<file path="src/low_power_wakeup_cfg.svh">
`ifndef LOW_POWER_WAKEUP_CFG_SVH
`define LOW_POWER_WAKEUP_CFG_SVH
// register indices, byte address is four times the index
`define IDX_WAKE1 6'h00
`define IDX_WAKE2 6'h01
`define IDX_WAKE3 6'h02
`define IDX_WAKE4 6'h03
`define IDX_CTRL 6'h04
`define IDX_STAT 6'h05
`define WAKE_RST 8'h00
`define CTRL_RST 8'h00
// fourth enable register implemented bits per variant
`define WAKE4_FULL_MASK 8'h7F
`define WAKE4_SMALL_MASK 8'h01
// wakeup enable bit positions in the fourth register
`define W4_CIPHER 6
`define W4_T5CAP 5
`define W4_T5UPD 4
`define W4_SER3 3
`define W4_SER2 2
`define W4_SYNC2 1
`define W4_CAL 0
// control bits
`define CTL_REGULATOR_OFF_BIT 0
`define CTL_MEMPD 1
`define CTL_FASTHALT 2
`define CTL_FASTWAKE 3
`define CTL_ACTLVL 4
`define CTL_ACTHALT 5
// status bits, mode sits in bits 2:0
`define ST_REGRDY 3
`define ST_MEMRDY 4
`define ST_DISPBLK 5
`define ST_FASTDIV8 6
`define DISP_SYNC_CYCLES 2'h2
`define RESP_OKAY 2'h0
`define RESP_SLVERR 2'h2
`endif

</file>
<file path="src/low_power_wakeup_pkg.sv">
package low_power_wakeup_pkg;
  typedef enum logic [2:0] {
    MODE_RUN       = 3'b000,
    MODE_LP_RUN    = 3'b001,
    MODE_LP_WAIT   = 3'b010,
    MODE_HALT_PEND = 3'b011,
    MODE_HALT      = 3'b100,
    MODE_ACT_HALT  = 3'b101
  } lp_mode_e;
  typedef struct packed {
    logic [7:0]  awaddr;
    logic        awvalid;
    logic [31:0] wdata;
    logic [3:0]  wstrb;
    logic        wvalid;
    logic        bready;
    logic [7:0]  araddr;
    logic        arvalid;
    logic        rready;
  } axil_req_s;
  typedef struct packed {
    logic        awready;
    logic        wready;
    logic        bvalid;
    logic [1:0]  bresp;
    logic        arready;
    logic        rvalid;
    logic [31:0] rdata;
    logic [1:0]  rresp;
  } axil_rsp_s;
  typedef struct packed {
    logic [7:0] grp1;
    logic [7:0] grp2;
    logic [7:0] grp3;
    logic       cipher;
    logic       t5Capture;
    logic       t5Compare;
    logic       t5Update;
    logic       t5Trigger;
    logic       t5Break;
    logic       ser3Rx;
    logic       ser3Tx;
    logic       ser2Rx;
    logic       ser2Tx;
    logic       sync2Rx;
    logic       sync2Tx;
    logic       calendar;
    logic       clockFail;
  } wake_src_s;
  typedef struct packed {
    logic clkSwitch;
    logic memory;
    logic calSwitch;
    logic beepSwitch;
    logic beepActHalt;
  } halt_busy_s;
endpackage

</file>
<file path="src/low_power_wakeup_control.sv">
// Our own choice: the AXI4-Lite interface to the registers.
`timescale 1ns/1ps
`include "low_power_wakeup_cfg.svh"
// Functional notes
// bit 6 gates cipher interrupt wakeup
// bit 5 gates timer5 capture/compare wakeup
// bit 4 gates timer5 update/trigger/break wakeup
// bit 3 gates serial port 3 wakeup
// bit 2 gates serial port 2 wakeup
// bit 1 gates sync serial 2 wakeup
// bit 0 gates calendar or clock-fail wakeup
// four byte enables, reset zero, variant bits
// software orders low-power run entry
// clear regulator-off, regulator ready flag follows
// clear memory powerdown, memory ready flag follows
// wait instruction in low-power run waits event
// halt stops clocks except listed exceptions
// halt ignored while peripheral interrupt pending
// busy flags hold off halt entry
// fast-halt bit forces regulator off
// pin interrupts wake from halt
// fast-wakeup bit selects restart clock
// activation level returns straight to halt
// display access blocked two calendar cycles
// active-halt keeps only slow oscillator
// avoid halt from low-power run; halt is still accepted from MODE_LP_RUN
// wakeup is OR of enabled sources
module low_power_wakeup_control #(
  parameter logic [7:0] WAKE4_MASK = `WAKE4_FULL_MASK
) (
  input  wire logic                           core_clk,
  input  wire logic                           rstn,
  input  wire low_power_wakeup_pkg::axil_req_s axiReq,
  output low_power_wakeup_pkg::axil_rsp_s      axiRsp,
  input  wire low_power_wakeup_pkg::wake_src_s wakeSrc,
  input  wire low_power_wakeup_pkg::halt_busy_s haltBusy,
  input  wire logic                           waitEvtInstr,
  input  wire logic                           haltInstr,
  input  wire logic                           intReturn,
  input  wire logic                           periphIrqPending,
  input  wire logic                           extEvent,
  input  wire logic                           haltWakePin,
  input  wire logic                           haltWakeAlt,
  input  wire logic                           mainRegReadyIn,
  input  wire logic                           memReadyIn,
  input  wire logic                           debugUsesFastOsc,
  input  wire logic                           debugUsesSlowOsc,
  input  wire logic                           watchdogUsesSlowOsc,
  input  wire logic                           memWriteActive,
  input  wire logic                           calendarClk,
  output logic                                wakeEvent,
  output logic                                haltIgnored,
  output logic                                skipContextRestore,
  output logic [2:0]                          mode,
  output logic                                sysClkRun,
  output logic                                fastOscRun,
  output logic                                slowOscRun,
  output logic                                mainRegOn,
  output logic                                memPowerDown,
  output logic                                regReadyFlag,
  output logic                                memReadyFlag,
  output logic                                restartFastDiv8,
  output logic                                displayBlock
);

  ////////////////////////////////////////////////////////////////////
  // registers
  logic [7:0]  wakeEn_reg [4];
  logic [7:0]  ctrl_reg;
  logic        bvalid_reg;
  logic [1:0]  bresp_reg;
  logic        rvalid_reg;
  logic [31:0] rdata_reg;
  logic [1:0]  rresp_reg;
  low_power_wakeup_pkg::lp_mode_e mode_reg;
  low_power_wakeup_pkg::lp_mode_e mode_next;
  logic        wake_reg;
  logic        ignored_reg;
  logic        skipCtx_reg;
  logic        fastDiv8_reg;
  logic        dispBlk_reg;
  logic [1:0]  dispCnt_reg;
  logic        calPrev_reg;

  ////////////////////////////////////////////////////////////////////
  // bus decode
  logic [5:0]  awIdx;
  logic [5:0]  arIdx;
  logic        wrFire;
  logic        rdFire;
  logic        wrMapped;
  logic        rdMapped;
  logic        wrByte;
  logic [7:0]  wrData;
  logic [7:0]  statByte;
  logic [7:0]  rdByte;

  assign awIdx    = axiReq.awaddr[7:2];
  assign arIdx    = axiReq.araddr[7:2];
  assign wrFire   = axiReq.awvalid & axiReq.wvalid & ~bvalid_reg;
  assign rdFire   = axiReq.arvalid & ~rvalid_reg;
  assign wrMapped = (axiReq.awaddr[1:0] == 2'h0) &&
                    (awIdx <= `IDX_STAT);
  assign rdMapped = (axiReq.araddr[1:0] == 2'h0) &&
                    (arIdx <= `IDX_STAT);
  assign wrByte   = wrFire & wrMapped & axiReq.wstrb[0];
  assign wrData   = axiReq.wdata[7:0];

  assign statByte = {1'b0, fastDiv8_reg, dispBlk_reg, memReadyFlag,
                     regReadyFlag, mode_reg};
  assign rdByte   = (arIdx == `IDX_WAKE1) ? wakeEn_reg[0] :
                    (arIdx == `IDX_WAKE2) ? wakeEn_reg[1] :
                    (arIdx == `IDX_WAKE3) ? wakeEn_reg[2] :
                    (arIdx == `IDX_WAKE4) ? wakeEn_reg[3] :
                    (arIdx == `IDX_CTRL)  ? ctrl_reg :
                    (arIdx == `IDX_STAT)  ? statByte : 8'h00;

  assign axiRsp.awready = wrFire;
  assign axiRsp.wready  = wrFire;
  assign axiRsp.bvalid  = bvalid_reg;
  assign axiRsp.bresp   = bresp_reg;
  assign axiRsp.arready = rdFire;
  assign axiRsp.rvalid  = rvalid_reg;
  assign axiRsp.rdata   = rdata_reg;
  assign axiRsp.rresp   = rresp_reg;

  always_ff @(posedge core_clk or negedge rstn) begin
    if (!rstn) begin
      bvalid_reg <= 1'b0;
      bresp_reg  <= `RESP_OKAY;
    end else if (wrFire) begin
      bvalid_reg <= 1'b1;
      bresp_reg  <= wrMapped ? `RESP_OKAY : `RESP_SLVERR;
    end else if (axiReq.bready) begin
      bvalid_reg <= 1'b0;
    end
  end

  always_ff @(posedge core_clk or negedge rstn) begin
    if (!rstn) begin
      rvalid_reg <= 1'b0;
      rdata_reg  <= 32'h0000_0000;
      rresp_reg  <= `RESP_OKAY;
    end else if (rdFire) begin
      rvalid_reg <= 1'b1;
      rdata_reg  <= {24'h00_0000, rdMapped ? rdByte : 8'h00};
      rresp_reg  <= rdMapped ? `RESP_OKAY : `RESP_SLVERR;
    end else if (axiReq.rready) begin
      rvalid_reg <= 1'b0;
    end
  end

  ////////////////////////////////////////////////////////////////////
  // wakeup enable registers and event
  logic [7:0]  wakeMask [4];
  logic [31:0] srcVec;
  logic [31:0] enVec;
  logic [31:0] hitVec;
  logic [7:0]  grp4;

  assign wakeMask[0] = 8'hFF;
  assign wakeMask[1] = 8'hFF;
  assign wakeMask[2] = 8'hFF;
  assign wakeMask[3] = WAKE4_MASK;

  assign grp4 = {
    1'b0,
    wakeSrc.cipher,
    wakeSrc.t5Capture | wakeSrc.t5Compare,
    wakeSrc.t5Update | wakeSrc.t5Trigger | wakeSrc.t5Break,
    wakeSrc.ser3Rx | wakeSrc.ser3Tx,
    wakeSrc.ser2Rx | wakeSrc.ser2Tx,
    wakeSrc.sync2Rx | wakeSrc.sync2Tx,
    wakeSrc.calendar | wakeSrc.clockFail
  };
  assign srcVec = {grp4, wakeSrc.grp3, wakeSrc.grp2, wakeSrc.grp1};

  for (genvar r = 0; r < 4; r++) begin : g_wake
    assign enVec[r*8 +: 8] = wakeEn_reg[r];
    always_ff @(posedge core_clk or negedge rstn) begin
      if (!rstn) begin
        wakeEn_reg[r] <= `WAKE_RST;
      end else if (wrByte && awIdx == 6'(r)) begin
        wakeEn_reg[r] <= wrData & wakeMask[r];
      end
    end
  end

  for (genvar b = 0; b < 32; b++) begin : g_hit
    assign hitVec[b] = enVec[b] & srcVec[b];
  end

  always_ff @(posedge core_clk or negedge rstn) begin
    if (!rstn) begin
      wake_reg <= 1'b0;
    end else begin
      wake_reg <= |hitVec;
    end
  end

  always_ff @(posedge core_clk or negedge rstn) begin
    if (!rstn) begin
      ctrl_reg <= `CTRL_RST;
    end else if (wrByte && awIdx == `IDX_CTRL) begin
      ctrl_reg <= {2'h0, wrData[5:0]};
    end
  end

  ////////////////////////////////////////////////////////////////////
  // mode sequencing
  logic regulator_off_bit;
  logic memPd;
  logic haltReq;
  logic busyAny;
  logic halted;
  logic haltWake;
  logic canHalt;
  logic haltTarget;

  assign regulator_off_bit   = ctrl_reg[`CTL_REGULATOR_OFF_BIT];
  assign memPd    = ctrl_reg[`CTL_MEMPD];
  assign haltReq  = haltInstr |
                    (intReturn & ctrl_reg[`CTL_ACTLVL]);
  assign busyAny  = haltBusy.clkSwitch | haltBusy.memory |
                    haltBusy.calSwitch |
                    (haltBusy.beepSwitch & haltBusy.beepActHalt);
  assign halted   = (mode_reg == low_power_wakeup_pkg::MODE_HALT) ||
                    (mode_reg == low_power_wakeup_pkg::MODE_ACT_HALT);
  assign haltWake = haltWakePin | haltWakeAlt;
  assign canHalt  = (mode_reg == low_power_wakeup_pkg::MODE_RUN) ||
                    (mode_reg == low_power_wakeup_pkg::MODE_LP_RUN);
  assign haltTarget = ctrl_reg[`CTL_ACTHALT];

  always_comb begin
    mode_next = mode_reg;
    case (mode_reg)
      low_power_wakeup_pkg::MODE_RUN: begin
        if (haltReq && !periphIrqPending) begin
          mode_next = low_power_wakeup_pkg::MODE_HALT_PEND;
        end else if (regulator_off_bit) begin
          mode_next = low_power_wakeup_pkg::MODE_LP_RUN;
        end
      end
      low_power_wakeup_pkg::MODE_LP_RUN: begin
        if (haltReq && !periphIrqPending) begin
          mode_next = low_power_wakeup_pkg::MODE_HALT_PEND;
        end else if (waitEvtInstr) begin
          mode_next = low_power_wakeup_pkg::MODE_LP_WAIT;
        end else if (!regulator_off_bit && mainRegReadyIn) begin
          mode_next = low_power_wakeup_pkg::MODE_RUN;
        end
      end
      low_power_wakeup_pkg::MODE_LP_WAIT: begin
        if (wake_reg || extEvent) begin
          mode_next = low_power_wakeup_pkg::MODE_LP_RUN;
        end
      end
      low_power_wakeup_pkg::MODE_HALT_PEND: begin
        if (!busyAny) begin
          mode_next = haltTarget ?
                      low_power_wakeup_pkg::MODE_ACT_HALT :
                      low_power_wakeup_pkg::MODE_HALT;
        end
      end
      low_power_wakeup_pkg::MODE_HALT,
      low_power_wakeup_pkg::MODE_ACT_HALT: begin
        if (haltWake) begin
          mode_next = regulator_off_bit ? low_power_wakeup_pkg::MODE_LP_RUN :
                               low_power_wakeup_pkg::MODE_RUN;
        end
      end
      default: begin
        mode_next = low_power_wakeup_pkg::MODE_RUN;
      end
    endcase
  end

  always_ff @(posedge core_clk or negedge rstn) begin
    if (!rstn) begin
      mode_reg <= low_power_wakeup_pkg::MODE_RUN;
    end else begin
      mode_reg <= mode_next;
    end
  end

  always_ff @(posedge core_clk or negedge rstn) begin
    if (!rstn) begin
      ignored_reg <= 1'b0;
      skipCtx_reg <= 1'b0;
    end else begin
      ignored_reg <= canHalt & haltReq & periphIrqPending;
      skipCtx_reg <= canHalt & intReturn & ctrl_reg[`CTL_ACTLVL] &
                     ~periphIrqPending;
    end
  end

  always_ff @(posedge core_clk or negedge rstn) begin
    if (!rstn) begin
      fastDiv8_reg <= 1'b0;
    end else if (halted && haltWake) begin
      fastDiv8_reg <= ctrl_reg[`CTL_FASTWAKE];
    end
  end

  ////////////////////////////////////////////////////////////////////
  // display access block after halt wakeup
  logic calRise;
  assign calRise = calendarClk & ~calPrev_reg;

  always_ff @(posedge core_clk or negedge rstn) begin
    if (!rstn) begin
      calPrev_reg <= 1'b0;
      dispBlk_reg <= 1'b0;
      dispCnt_reg <= 2'h0;
    end else begin
      calPrev_reg <= calendarClk;
      if (halted && haltWake) begin
        dispBlk_reg <= 1'b1;
        dispCnt_reg <= 2'h0;
      end else if (dispBlk_reg && calRise) begin
        dispCnt_reg <= dispCnt_reg + 2'h1;
        if (dispCnt_reg + 2'h1 == `DISP_SYNC_CYCLES) begin
          dispBlk_reg <= 1'b0;
        end
      end
    end
  end

  ////////////////////////////////////////////////////////////////////
  // clock and power controls
  logic actHalt;
  assign actHalt = (mode_reg == low_power_wakeup_pkg::MODE_ACT_HALT);

  assign sysClkRun  = ~halted | memWriteActive;
  assign fastOscRun = ~halted | debugUsesFastOsc |
                      memWriteActive;
  assign slowOscRun = ~halted | actHalt | debugUsesSlowOsc |
                      watchdogUsesSlowOsc;
  assign mainRegOn  = ~regulator_off_bit &
                      ~(halted & (ctrl_reg[`CTL_FASTHALT] |
                        ~(debugUsesFastOsc | memWriteActive)));
  assign memPowerDown = memPd;
  assign regReadyFlag = ~regulator_off_bit & mainRegReadyIn;
  assign memReadyFlag = ~memPd & memReadyIn;

  assign wakeEvent          = wake_reg;
  assign haltIgnored        = ignored_reg;
  assign skipContextRestore = skipCtx_reg;
  assign mode               = mode_reg;
  assign restartFastDiv8    = fastDiv8_reg;
  assign displayBlock       = dispBlk_reg;
endmodule // low_power_wakeup_control

</file>
<file path="config.mk">
export PLATFORM = sky130hd
export DESIGN_NAME = low_power_wakeup_control
export DESIGN_NICKNAME = d
export VERILOG_FILES = /design/src/low_power_wakeup_pkg.sv /design/src/low_power_wakeup_control.sv
export VERILOG_INCLUDE_DIRS = /design/src
export SDC_FILE = /design/constraint.sdc
export NUM_CORES = 1
export LEC_CHECK = 0
export BUFFER_PORTS_ARGS = -buffer_cell sky130_fd_sc_hd__buf_2
export CORE_ASPECT_RATIO = 2
export CORE_MARGIN = 3
export CORE_UTILIZATION = 35
export CTS_CLUSTER_SIZE = 14
export DETAILED_ROUTE_END_ITERATION = 16
export PLACE_DENSITY = 0.61
export SYNTH_ARGS = -nofsm -noshare
export SYNTH_HDL_FRONTEND = slang
export SYNTH_SLANG_ARGS = --single-unit
</file>
<file path="constraint.sdc">
create_clock -name core_clk -period 2.3 [get_ports core_clk]
set_input_delay 0.345 -clock core_clk [delete_from_list [all_inputs] [get_ports core_clk]]
set_output_delay 0.345 -clock core_clk [all_outputs]
set_load 0.01 [all_outputs]
</file>
Word level (Yosys, flattened, before mapping)
Cells that the tools add are included.
{ "totals": {"register_bits": 62, "inputBits": 116, "out_inout_bits": 56, "elab_cells": 176} }
{ "op_classes": {"addsub": 1, "order_cmp": 2, "n_eq_ne": 20, "muxes": 29, "bitwise": 77, "n_reduce_logical": 29} }
{ "ops": {"columns": ["op", "n"], "rows": [
  ["bitwise AND 1 bit", 48],
  ["two-way mux 8 bit", 4],
  ["OR reduction 31 bit", 1],
  ["equality test 6 x 2 -> 1 bit (second input constant)", 4],
  ["two-way mux 3 bit", 8],
  ["two-way mux 7 bit", 3],
  ["OR 1 bit", 20],
  ["equality test 6 x 3 -> 1 bit (second input constant)", 3],
  ["case mux 3 bit (5 select lines)", 1],
  ["equality test 6 x 1 -> 1 bit (second input constant)", 2],
  ["<= comparator 6 x 3 -> 1 bit (second input constant)", 2],
  ["logical NOT 6 bit", 2],
  ["logical AND 1 bit", 11],
  ["two-way mux 1 bit", 9],
  ["inverter 1 bit", 9],
  ["two-way mux 2 bit", 4],
  ["nonzero test 2 bit", 4],
  ["equality test 3 x 2 -> 1 bit (second input constant)", 2],
  ["equality test 3 bit (second input constant)", 2],
  ["inequality test 2 bit (second input constant)", 3],
  ["AND reduction 5 bit", 1],
  ["logical NOT 2 bit", 2],
  ["inequality test 4 x 2 -> 1 bit (second input constant)", 1],
  ["equality test 3 x 1 -> 1 bit (second input constant)", 1],
  ["other kinds (8)", 11]
]} }

Logic depth before layout (Yosys ltp)
Gate-level depths: netlist of the first run.
{ "logic_depth": {"depth_word": 9, "ltp_mapped": 6, "depth_no_buf": 4} }

Worst setup path before layout of the first run
Ideal clock, no wire load.
{ "synth_path": {"path_type": "input to register", "startpoint": "in axiReq[49] (netlist bit)", "endpoint": "reg wakeEn_reg (netlist bit enVec[16])", "setup_ns": 0.125, "arrival_time_ns": 1.730, "slack_ns": 0.446, "path_stages": 4, "path_buffers": 0, "cell_sequence": "or4_4 nor4_4 nand3b_2 mux2_2"} }
{ "synth_between": {"elab_chain_len": 5} }
{ "synth_rtl": {"columns": ["element", "line", "source"], "rows": [
  ["from (decl)", "low_power_wakeup_control.sv:33", "input wire low_power_wakeup_pkg::axil_req_s axiReq,"],
  ["logical NOT 2 bit", "low_power_wakeup_control.sv:102", "assign wrMapped = (axiReq.awaddr[1:0] == 2'h0) &&"],
  ["logical AND 1 bit", "low_power_wakeup_control.sv:102", null],
  ["bitwise AND 1 bit (2 in series)", "low_power_wakeup_control.sv:106", "assign wrByte = wrFire & wrMapped & axiReq.wstrb[0];"],
  ["logical AND 1 bit", "low_power_wakeup_control.sv:183", "end else if (wrByte && awIdx == 6'(r)) begin"],
  ["to (signal, indexed assignment)", "low_power_wakeup_control.sv:182", "wakeEn_reg[r] <= `WAKE_RST;"],
  ["to (signal, indexed assignment)", "low_power_wakeup_control.sv:184", "wakeEn_reg[r] <= wrData & wakeMask[r];"],
  ["to (decl)", "low_power_wakeup_control.sv:68", "logic [7:0] wakeEn_reg [4];"]
]} }
No other way between the ends.
A chain may end at the register's enable or synchronous reset.

Worst setup path in the final report of the first run
{ "layout_path": {"startpoint": "reg bvalid_reg", "endpoint": "reg wakeEn_reg (netlist bit enVec[22])"} }
{ "layout_between": {"elab_chain_len": 5} }
{ "layout_rtl": {"columns": ["element", "line", "source"], "rows": [
  ["from (decl)", "low_power_wakeup_control.sv:70", "logic bvalid_reg;"],
  ["from (signal assigned)", "low_power_wakeup_control.sv:129", "bvalid_reg <= 1'b0;"],
  ["from (signal assigned)", "low_power_wakeup_control.sv:132", "bvalid_reg <= 1'b1;"],
  ["from (signal assigned)", "low_power_wakeup_control.sv:135", "bvalid_reg <= 1'b0;"],
  ["inverter 1 bit", "low_power_wakeup_control.sv:100", "assign wrFire = axiReq.awvalid & axiReq.wvalid & ~bvalid_reg;"],
  ["bitwise AND 1 bit", "low_power_wakeup_control.sv:100", null],
  ["bitwise AND 1 bit (2 in series)", "low_power_wakeup_control.sv:106", null],
  ["logical AND 1 bit", "low_power_wakeup_control.sv:183", null]
]} }
No other way between the ends.

==> impl_metrics.tcl, run 1 <==
set metrics [dict create \
    crit_type "register to register" \
    synth_top_area_share_pct 44.3 \
    grt_max_degree 31 \
    synthArstFlopShare_pct 100 \
    syn_inst 325 \
    hold_buffers 0 \
    n_antenna_cell 0 \
    ys_types 50 \
    setup_viol 0 \
    tightest_slew_ns 0.556 \
    io_pins 172 \
    finalCritPeriodShare_pct 82.5 \
    hold_violations 0 \
    synth_edf_count 0 \
    drv_slew 0 \
    rows 50 \
    final_common_cell "buf_2" \
    status "finished clean" \
    hp-class "input pin to asynchronous set/reset pin" \
    crit_fanout 8 \
    drt-total-wl_um 9750 \
    place_ws_ns 0.176 \
    dp_cells 536 \
    crit_chain "nand3b_1, nor4_4, nand3b_2, mux2_2" \
    fp.coreArea_um2 9380 \
    cts.sinks 60 \
    clkLatencyLatePin_ns 0.33 \
    critPathLaunchType "register" \
    regToRegSetupSlack_ns 0.40 \
    tns_ns 0 \
    cts_htree_levels 3 \
    slowest_stage "nor4_4" \
    synth_area_um2 3390 \
    cts_tree "yes" \
    path_clk_slew_ns 0.05 \
    p_leak_nw 2.15 \
    endpoint_kind "register" \
    area_growth_pct 26.0 \
    synth_area_per_cell_um2 10.4 \
    largest_reg_flops 31 \
    hpwl_um 7960 \
    max_stage_delay_ns 0.42 \
    grt_pass1_vias 2975 \
    yosysWarnings 0 \
    yosysSeqAreaShare_pct 44.3 \
    synth_top_area_cell "dfrtp_1" \
    ir_worst_vdd_uv 311 \
    rsz0062_at_grt "false" \
    min_period_ns 1.90 \
    die_h_um 145 \
    num-nets-final 560 \
    synth_seq_cells 60 \
    portBuffers 118 \
    drive_above_1_share_pct 41.1 \
    grtUsageTotal_pct 18.6 \
    layout_setup_ws_ns 0.401 \
    die-area_um2 11000 \
    root_buffer "clkbuf_16" \
    n_fill_cell 919 \
    avgViaCountPerCell 5.34 \
    clockBufferDepth 2 \
    ctsResizeCount 0 \
    drc 0 \
    stdcell_count 552 \
    hold_ws_ns 0.00740 \
    fin_worst_skew_ns 0.00778 \
    vias 2949 \
    crit_arrival_ns 2.10 \
    grt_pass1_wl_um 15100 \
    ys.flop_type "dfrtp_1" \
    cp.required_ns 2.50 \
    max_slew_margin_pct 62.9 \
    synthTopCellsByArea "dfrtp_1 (44%), mux2_2 (14%), buf_4 (6.9%)" \
    gr-total-overflow 0 \
    antenna_found_initial 0 \
    start_util_pct 36.1 \
    p_per_area_nw_per_um2 714 \
    drtIter0Drc 100 \
    cts_made_buffers 9 \
    ant_nets 0 \
    maxCapViolations 0 \
    post-cts-setup-buffer-count 0 \
    layout_common_cells "buf_2 (118), dfrtp_1 (60), mux2_2 (41), conb_1 (26), o21ai_0 (21)" \
    wl_per_cell_um 17.7 \
    max_freq_ghz 0.527 \
    dr.pass1.iters 4 \
    place_congestion 0.821 \
    die_w_um 75.6 \
]
==> per-stage QoR <==
stage / util, % / area, µm² / power [mW]
after floorplan: - / 3480 / 1.54
after global placement: 42.3 / 3970 / 1.73
after detailed placement: 42.3 / 3970 / 1.74
after CTS: 45.5 / 4270 / 3.08
after global routing: 45.5 / 4270 / 3.20
final: 45.5 / 4270 / 3.05
==> final cells by class <==
type / count / area, µm² / area share (%)
Multi-Input combinational cell: 242 / 1680 / 39.5
Sequential cell: 60 / 1500 / 35.2
Timing Repair Buffer: 123 / 628 / 14.7
Clock buffer: 15 / 268 / 6.27
Tap cell: 104 / 130 / 3.05
Clock inverter: 1 / 30.0 / 0.704
Inverter: 7 / 26.3 / 0.616
==> final timing paths <==
check | startpoint | end | depth (start not counted)
max | bvalid_reg | enVec[22] | 4
min | rstn | bvalid_reg | 1
max reg2reg | bvalid_reg | enVec[22] | 4
min reg2reg | rdata_reg[5] | rdata_reg[5] | 2
max in group asynchronous | rstn | enVec[6] | 2
min in group core_clk | calendarClk | calPrev_reg | 1
==> per-layer routing <==
layer / GRT usage [%] / share of wire (%)
met5: 0 / 0
met4: 8.58 / 3.6
met3: 3.26 / 4.8
met2: 33.6 / 56
met1: 19.5 / 35
==> where the power goes <==
group          internal, mW  switching [mW]
Combinational         0.233           0.272
Sequential             1.13          0.0869
Clock                 0.897           0.432
Total                  2.26           0.790
==> cell usage after synthesis (all sizes together), types with 4 or more instances <==
cell type / n
a211oi: 4
a21oi: 14
a221oi: 6
a22o: 7
a31oi: 4
buf: 34
clkbuf: 7
dfrtp: 60
inv: 7
mux2: 41
nand2: 19
nand2b: 16
nand3: 6
nor2: 10
nor2b: 7
nor3: 8
nor3b: 4
o21ai: 21
or3: 5
==> logic make-up (layout without fill, tap and decap cells) <==
logic type	after synthesis	count (layout)	synth area share (%)
buffers and inverters	48	146	8.75
XOR/XNOR	1	1	0.259
AO/OA/AOI/OAI	82	82	16.6
other	1	26	0.111
multiplexers	43	43	14.2
AND/OR/NAND/NOR	89	89	15.4
adder cells (fa/ha/maj)	1	1	0.369
flip-flops	60	60	44.3
==> worst max-delay path, delay by kind of cell, from the launching register on <==
kind	cells	cell delay, ns
flip-flops	1	0.39
multiplexers	1	0.35
AND/OR/NAND/NOR	3	1.03
(Power assumes the default switching activity.)
==> run 2: changes to the inputs <==
==> constraint.sdc (replaced) <==
create_clock -name core_clk -period 1.86 [get_ports core_clk]
set_input_delay 0.279 -clock core_clk [delete_from_list [all_inputs] [get_ports core_clk]]
set_output_delay 0.279 -clock core_clk [all_outputs]
set_load 0.01 [all_outputs]
==> run 2 against run 1 <==
- first-iteration DRC count is 50% higher
- combinational power up 34%
- sequential share of layout area fell by 1.2 points
- worst setup slack worse by 0.33 ns
- critical path depth shrank 2
- clock power is 46% higher
- hold slack improved by 0.085 ns
- wire length increased by 1.5%
- cell count increased by 1.4%
- design area increased by 3.4%
- register-to-register slack got worse by 0.28 ns
- critical path type is now register to output port
- critical endpoint is now slowOscRun
==> impl_metrics.tcl, run 2 (same netlist as run 1, synthesis figures left out) <==
set metrics [dict create \
    ant_nets 0 \
    dp_cells 542 \
    p_comb_share_pct 16.6 \
    portBuffers 118 \
    stdcell_count 560 \
    place_area_um2 4030 \
    max_slew_margin_pct 65.6 \
    wl_per_cell_um 17.7 \
    cts.sinks 60 \
    place_congestion 0.827 \
    drt-total-wl_um 9890 \
    hpwl_um 8140 \
    cts_htree_levels 3 \
    min_period_ns 1.79 \
    start_util_pct 36.1 \
    grt_pass1_wl_um 15400 \
    grt_pass1_vias 3001 \
    hp-class "input pin to register" \
    gr-total-overflow 0 \
    critPathLaunchType "register" \
    path_clk_slew_ns 0.05 \
    p_sw_mw 1.01 \
    rows 50 \
    clockBufferDepth 2 \
    clkPwrFrac_pct 47.3 \
    die-area_um2 11000 \
    cts_tree "yes" \
    crit_arrival_ns 1.51 \
    cp.required_ns 1.58 \
    root_buffer "clkbuf_16" \
    n_antenna_cell 0 \
    finalCritPeriodShare_pct 96.4 \
    hold_violations 0 \
    ir_worst_vdd_uv 621 \
    p_leak_nw 2.23 \
    final_common_cell "buf_2" \
    power_switching_share_pct 24.8 \
    rsz0062_at_grt "false" \
    maxCapViolations 0 \
    tightest_slew_ns 0.515 \
    p_per_area_nw_per_um2 929 \
    crit_fanout 10 \
    vias 2951 \
    post-route-util_pct 47.0 \
    fin_worst_skew_ns 0.00640 \
    clkLatencyLatePin_ns 0.33 \
    io_pins 172 \
    area_growth_pct 30.2 \
    die_h_um 145 \
    power.internal_mw 3.09 \
    drv_slew 0 \
    avgViaCountPerCell 5.27 \
    drtIter0Drc 150 \
    layout_setup_ws_ns 0.0677 \
    largest_reg_flops 31 \
    fp.coreArea_um2 9380 \
    num-nets-final 568 \
    status "finished clean" \
    crit_type "register to output port" \
    die_w_um 75.6 \
    drc 0 \
    max_freq_ghz 0.558 \
    cts_made_buffers 9 \
    grt_max_degree 41 \
    endpoint_kind "output port" \
    dr.pass1.iters 4 \
    place_ws_ns -0.159 \
    antenna_found_initial 0 \
    fin_area_um2 4410 \
    drive_above_1_share_pct 42.5 \
    seq_power_share_pct 36.2 \
    setup_viol 0 \
    grtUsageTotal_pct 19.2 \
    layout_common_cells "buf_2 (118), dfrtp_1 (60), mux2_2 (41), conb_1 (26), o21ai_0 (21)" \
]
==> run 2: cell types whose count changed in the layout (fill, tap and decap cells not counted) <==
cell / before / now
nand3_2: 1 / 0
buf_12: 0 / 1
clkbuf_1: 4 / 1
nand3b_2: 1 / 0
dlygate4sd3_1: 0 / 1
nand3_4: 0 / 1
buf_4: 5 / 11
bufinv_16: 1 / 3
clkinv_2: 0 / 1
nand3b_4: 0 / 1
==> run 2: metal layers <==
layer | GRT usage [%] | vias to the layer above | share of wire (%)
li1 | - | 1405 | -
met1 | 19.7 | 1418 | 34
met2 | 34.7 | 108 | 58
met3 | 3.81 | 20 | 4.5
met4 | 9.02 | 0 | 3.8
met5 | 0 | - | 0
==> run 2: through the flow <==
step	setup TNS (ns)	power (mW)	hold WS, ns
global placement	-3.07	2.17	0.273
global route	0	4.29	0.0913
finish	0	4.10	0.0926
detailed placement	-3.73	2.19	0.279
CTS	-0.0110	4.14	0.0740
floorplan	0	1.91	-0.0166
==> run 2: worst paths after layout <==
check                              from           end  slack, ns  depth (start not counted)
min in group asynchronous          rstn    bvalid_reg       0.45                          2
setup reg to reg             bvalid_reg      enVec[5]       0.12                          5
max in group asynchronous          rstn     enVec[14]       0.81                          3
setup / recovery                mode[0]    slowOscRun       0.07                          2
hold / removal              calendarClk   calPrev_reg       0.09                          1
hold reg to reg            rdata_reg[5]  rdata_reg[5]       0.47                          2
==> run 2: power groups by stage <==
stage,Sequential (mW),Clock [mW],Combinational [mW]
floorplan,1.50,0,0.409
global placement,1.50,0,0.669
detailed placement,1.50,0,0.681
CTS,1.48,1.97,0.686
global route,1.50,2.03,0.765
finish,1.48,1.94,0.679
==> run 2: cell type report <==
| class | instances | area [µm²] |
|---|---|---|
| Fill cell | 913 | 4970 |
| Multi-Input combinational cell | 242 | 1700 |
| Clock buffer | 12 | 256 |
| Tap cell | 104 | 130 |
| Sequential cell | 60 | 1500 |
| Inverter | 7 | 26.3 |
| Timing Repair Buffer | 131 | 703 |
| Clock inverter | 4 | 95.1 |
==> run 2: timing repair <==
action | in CTS | in global routing
cloned | 0 | 0
pin swaps | 0 | 1
buffers inserted | 0 | 1
hold buffers | 1 | 0
setup endpoints to repair | 1 | 23
resized for setup | 0 | 2
hold endpoints to repair | 20 | 0
==> run 2: worst max-delay path, cell delays in order (launching register included) <==
cell and delay, ns:
dfrtp_1 0.49, or4_1 0.54, buf_2 0.15
==> run 3: changes to the inputs <==
--- a/config.mk
+++ b/config.mk
@@ -6,13 +6,14 @@
 export SDC_FILE = /design/constraint.sdc
 export NUM_CORES = 1
 export LEC_CHECK = 0
+export ABC_AREA = 1
 export BUFFER_PORTS_ARGS = -buffer_cell sky130_fd_sc_hd__buf_2
 export CORE_ASPECT_RATIO = 2
 export CORE_MARGIN = 3
-export CORE_UTILIZATION = 35
+export CORE_UTILIZATION = 25
 export CTS_CLUSTER_SIZE = 14
 export DETAILED_ROUTE_END_ITERATION = 16
-export PLACE_DENSITY = 0.61
+export PLACE_DENSITY = 0.45
 export SYNTH_ARGS = -nofsm -noshare
 export SYNTH_HDL_FRONTEND = slang
 export SYNTH_SLANG_ARGS = --single-unit
==> run 3 against run 2 <==
- clock power fell by 15%
- synthesized cell count rose by 51%
- critical path type unchanged
- die area rose by 47%
- wire length rose by 23%
- highest routed layer unchanged
- maximum frequency rose by 1.2%
==> impl_metrics.tcl, run 3 <==
set metrics [dict create \
    status "finished clean" \
    synth_area_um2 3630 \
    ys.flop_type "dfrtp_1" \
    cts_made_buffers 9 \
    highest_layer "met4" \
    setup_viol 0 \
    path_clk_slew_ns 0.05 \
    ant_nets 0 \
    antenna_found_initial 0 \
    min_period_ns 1.77 \
    met3_length_um 708 \
    synth_top_cells_by_count "nand2_1 (160), nand3_1 (72), dfrtp_1 (60)" \
    synthTopCellsByArea "dfrtp_1 (41%), nand2_1 (17%), nand3_1 (9.9%)" \
    die-area_um2 16100 \
    hold_ws_ns 0.0804 \
    synthArstFlopShare_pct 100 \
    drt-total-wl_um 12200 \
    max_freq_ghz 0.565 \
    num-nets-final 739 \
    slowest_stage "dfrtp_2" \
    grt_pass1_vias 3600 \
    synth_seq_cells 60 \
    cp.required_ns 1.58 \
    synth_top_area_share_pct 41.3 \
    yosysWarnings 0 \
    max_stage_delay_ns 0.40 \
    ys_types 32 \
    hold_violations 0 \
    clockBufferDepth 2 \
    cts_tree "yes" \
    drc 0 \
    tightest_slew_ns 0.534 \
    grt_max_degree 61 \
    io_pins 172 \
    grt_pass1_wl_um 19100 \
    die_h_um 176 \
    die_w_um 91.2 \
    hp-class "input pin to register" \
    endpoint_kind "output port" \
    place_ws_ns 0.245 \
    dr.pass1.iters 4 \
    gr-total-overflow 0 \
    crit_type "register to output port" \
    layout_setup_ws_ns 0.0890 \
    final_common_cell "nand2_1" \
    yosysSeqAreaShare_pct 41.3 \
    crit_arrival_ns 1.49 \
    place_congestion 0.865 \
    fp.coreArea_um2 14000 \
    max_slew_margin_pct 64.2 \
    wl_met2_um 6860 \
    drv_slew 0 \
    n_antenna_cell 0 \
    cp_num_buf_inv 2 \
    hpwl_um 10000 \
    synth_edf_count 0 \
    vias 3634 \
    drtIter0Drc 180 \
    crit_family "simple AND/OR/NAND/NOR gates" \
    p_per_area_nw_per_um2 836 \
    fin_worst_skew_ns 0.00821 \
    rows 61 \
    wl_met1_um 4390 \
    p_leak_nw 2.64 \
    rsz0062_at_grt "false" \
    critPathLaunchType "register" \
    start_util_pct 25.9 \
    synth_most_common_cell "nand2_1" \
    ir_worst_vdd_uv 443 \
    synth_area_per_cell_um2 7.38 \
    avgViaCountPerCell 4.46 \
    portBuffers 118 \
    root_buffer "clkbuf_16" \
    wl_per_cell_um 15.0 \
    cts.sinks 60 \
    grtUsageTotal_pct 15.5 \
    syn_inst 492 \
    synth_top_area_cell "dfrtp_1" \
    tns_ns 0 \
    maxCapViolations 0 \
    cts_htree_levels 3 \
    crit_fanout 4 \
    clkLatencyLatePin_ns 0.33 \
    area_growth_pct 28.7 \
    crit_chain "inv_1, nand2_2, or2_2, nor2_2, a211oi_1, buf_2" \
    layout_common_cells "nand2_1 (159), buf_2 (118), nand3_1 (72), dfrtp_1 (59), nor2_1 (49)" \
    drive_above_1_share_pct 26.5 \
    finalCritPeriodShare_pct 95.2 \
    largest_reg_flops 31 \
]
## run 3: cell types whose count changed after synthesis, sizes merged, moves of 16 or more
cell	delta
nand2b	-16
mux2	-41
nor2	+49
nand2	+147
inv	+34
nand3	+67
## run 3: stage by stage
stage	util (%)	instance area, µm²	total power, mW	instances
finish	33.3	4680	3.91	815
CTS	33.3	4670	3.95	815
floorplan	-	3730	1.96	517
global route	33.3	4680	4.13	815
detailed placement	31.0	4360	2.26	798
global placement	31.0	4360	2.24	798
## run 3: routing by layer
layer | vias up | global-route usage [%]
li1 | 1794 | -
met1 | 1696 | 16.6
met2 | 130 | 29.9
met3 | 14 | 2.64
met4 | 0 | 5.86
met5 | - | 0
## run 3: layout make-up
class	instances	area (µm²)
fill	1603	9370
multi-input combinational	379	1780
sequential	60	1500
timing repair buffer	130	708
clock buffer	11	243
tap	189	236
inverter	42	158
clock inverter	4	50.0
## run 3: kinds of logic (layout without fill, tap and decap cells)
group,count (synthesis),after routing,share of synthesized area [%]
AO/OA/AOI/OAI,27,27,4.51
XOR/XNOR,1,1,0.241
adder cells (fa/ha/maj),1,1,0.344
buffers and inverters,78,187,12.4
flip-flops,60,60,41.3
other,1,26,0.103
AND/OR/NAND/NOR,324,324,41.0
## run 3: timing repair
item / 4_1_cts / 5_1_grt
endpoints found under the hold margin: 60 / 0
hold buffers: 1 / 0
pin swaps: 0 / 0
setup endpoints to repair: 2 / 2
resized for setup: 1 / 2
buffers inserted: 1 / 0
## run 3: power breakdown
part	leakage (nW)	internal (mW)	switching (mW)
clock	0.138	1.06	0.584
combinational	1.69	0.294	0.498
sequential	0.812	1.39	0.0818
## run 3: path summary, 6_finish.rpt
kind / start / slack (ns) / depth (start not counted) / to
worst max-delay path: mode[1] / 0.09 / 6 / mainRegOn
worst min-delay path: calendarClk / 0.08 / 1 / calPrev_reg
worst max register to register: bvalid_reg / 0.27 / 9 / ctrl_reg[0]
worst min register to register: rdata_reg[6] / 0.48 / 2 / rdata_reg[6]
max in group asynchronous: rstn / 1.08 / 3 / rresp_reg[1]
min in group asynchronous: rstn / 0.49 / 3 / bvalid_reg
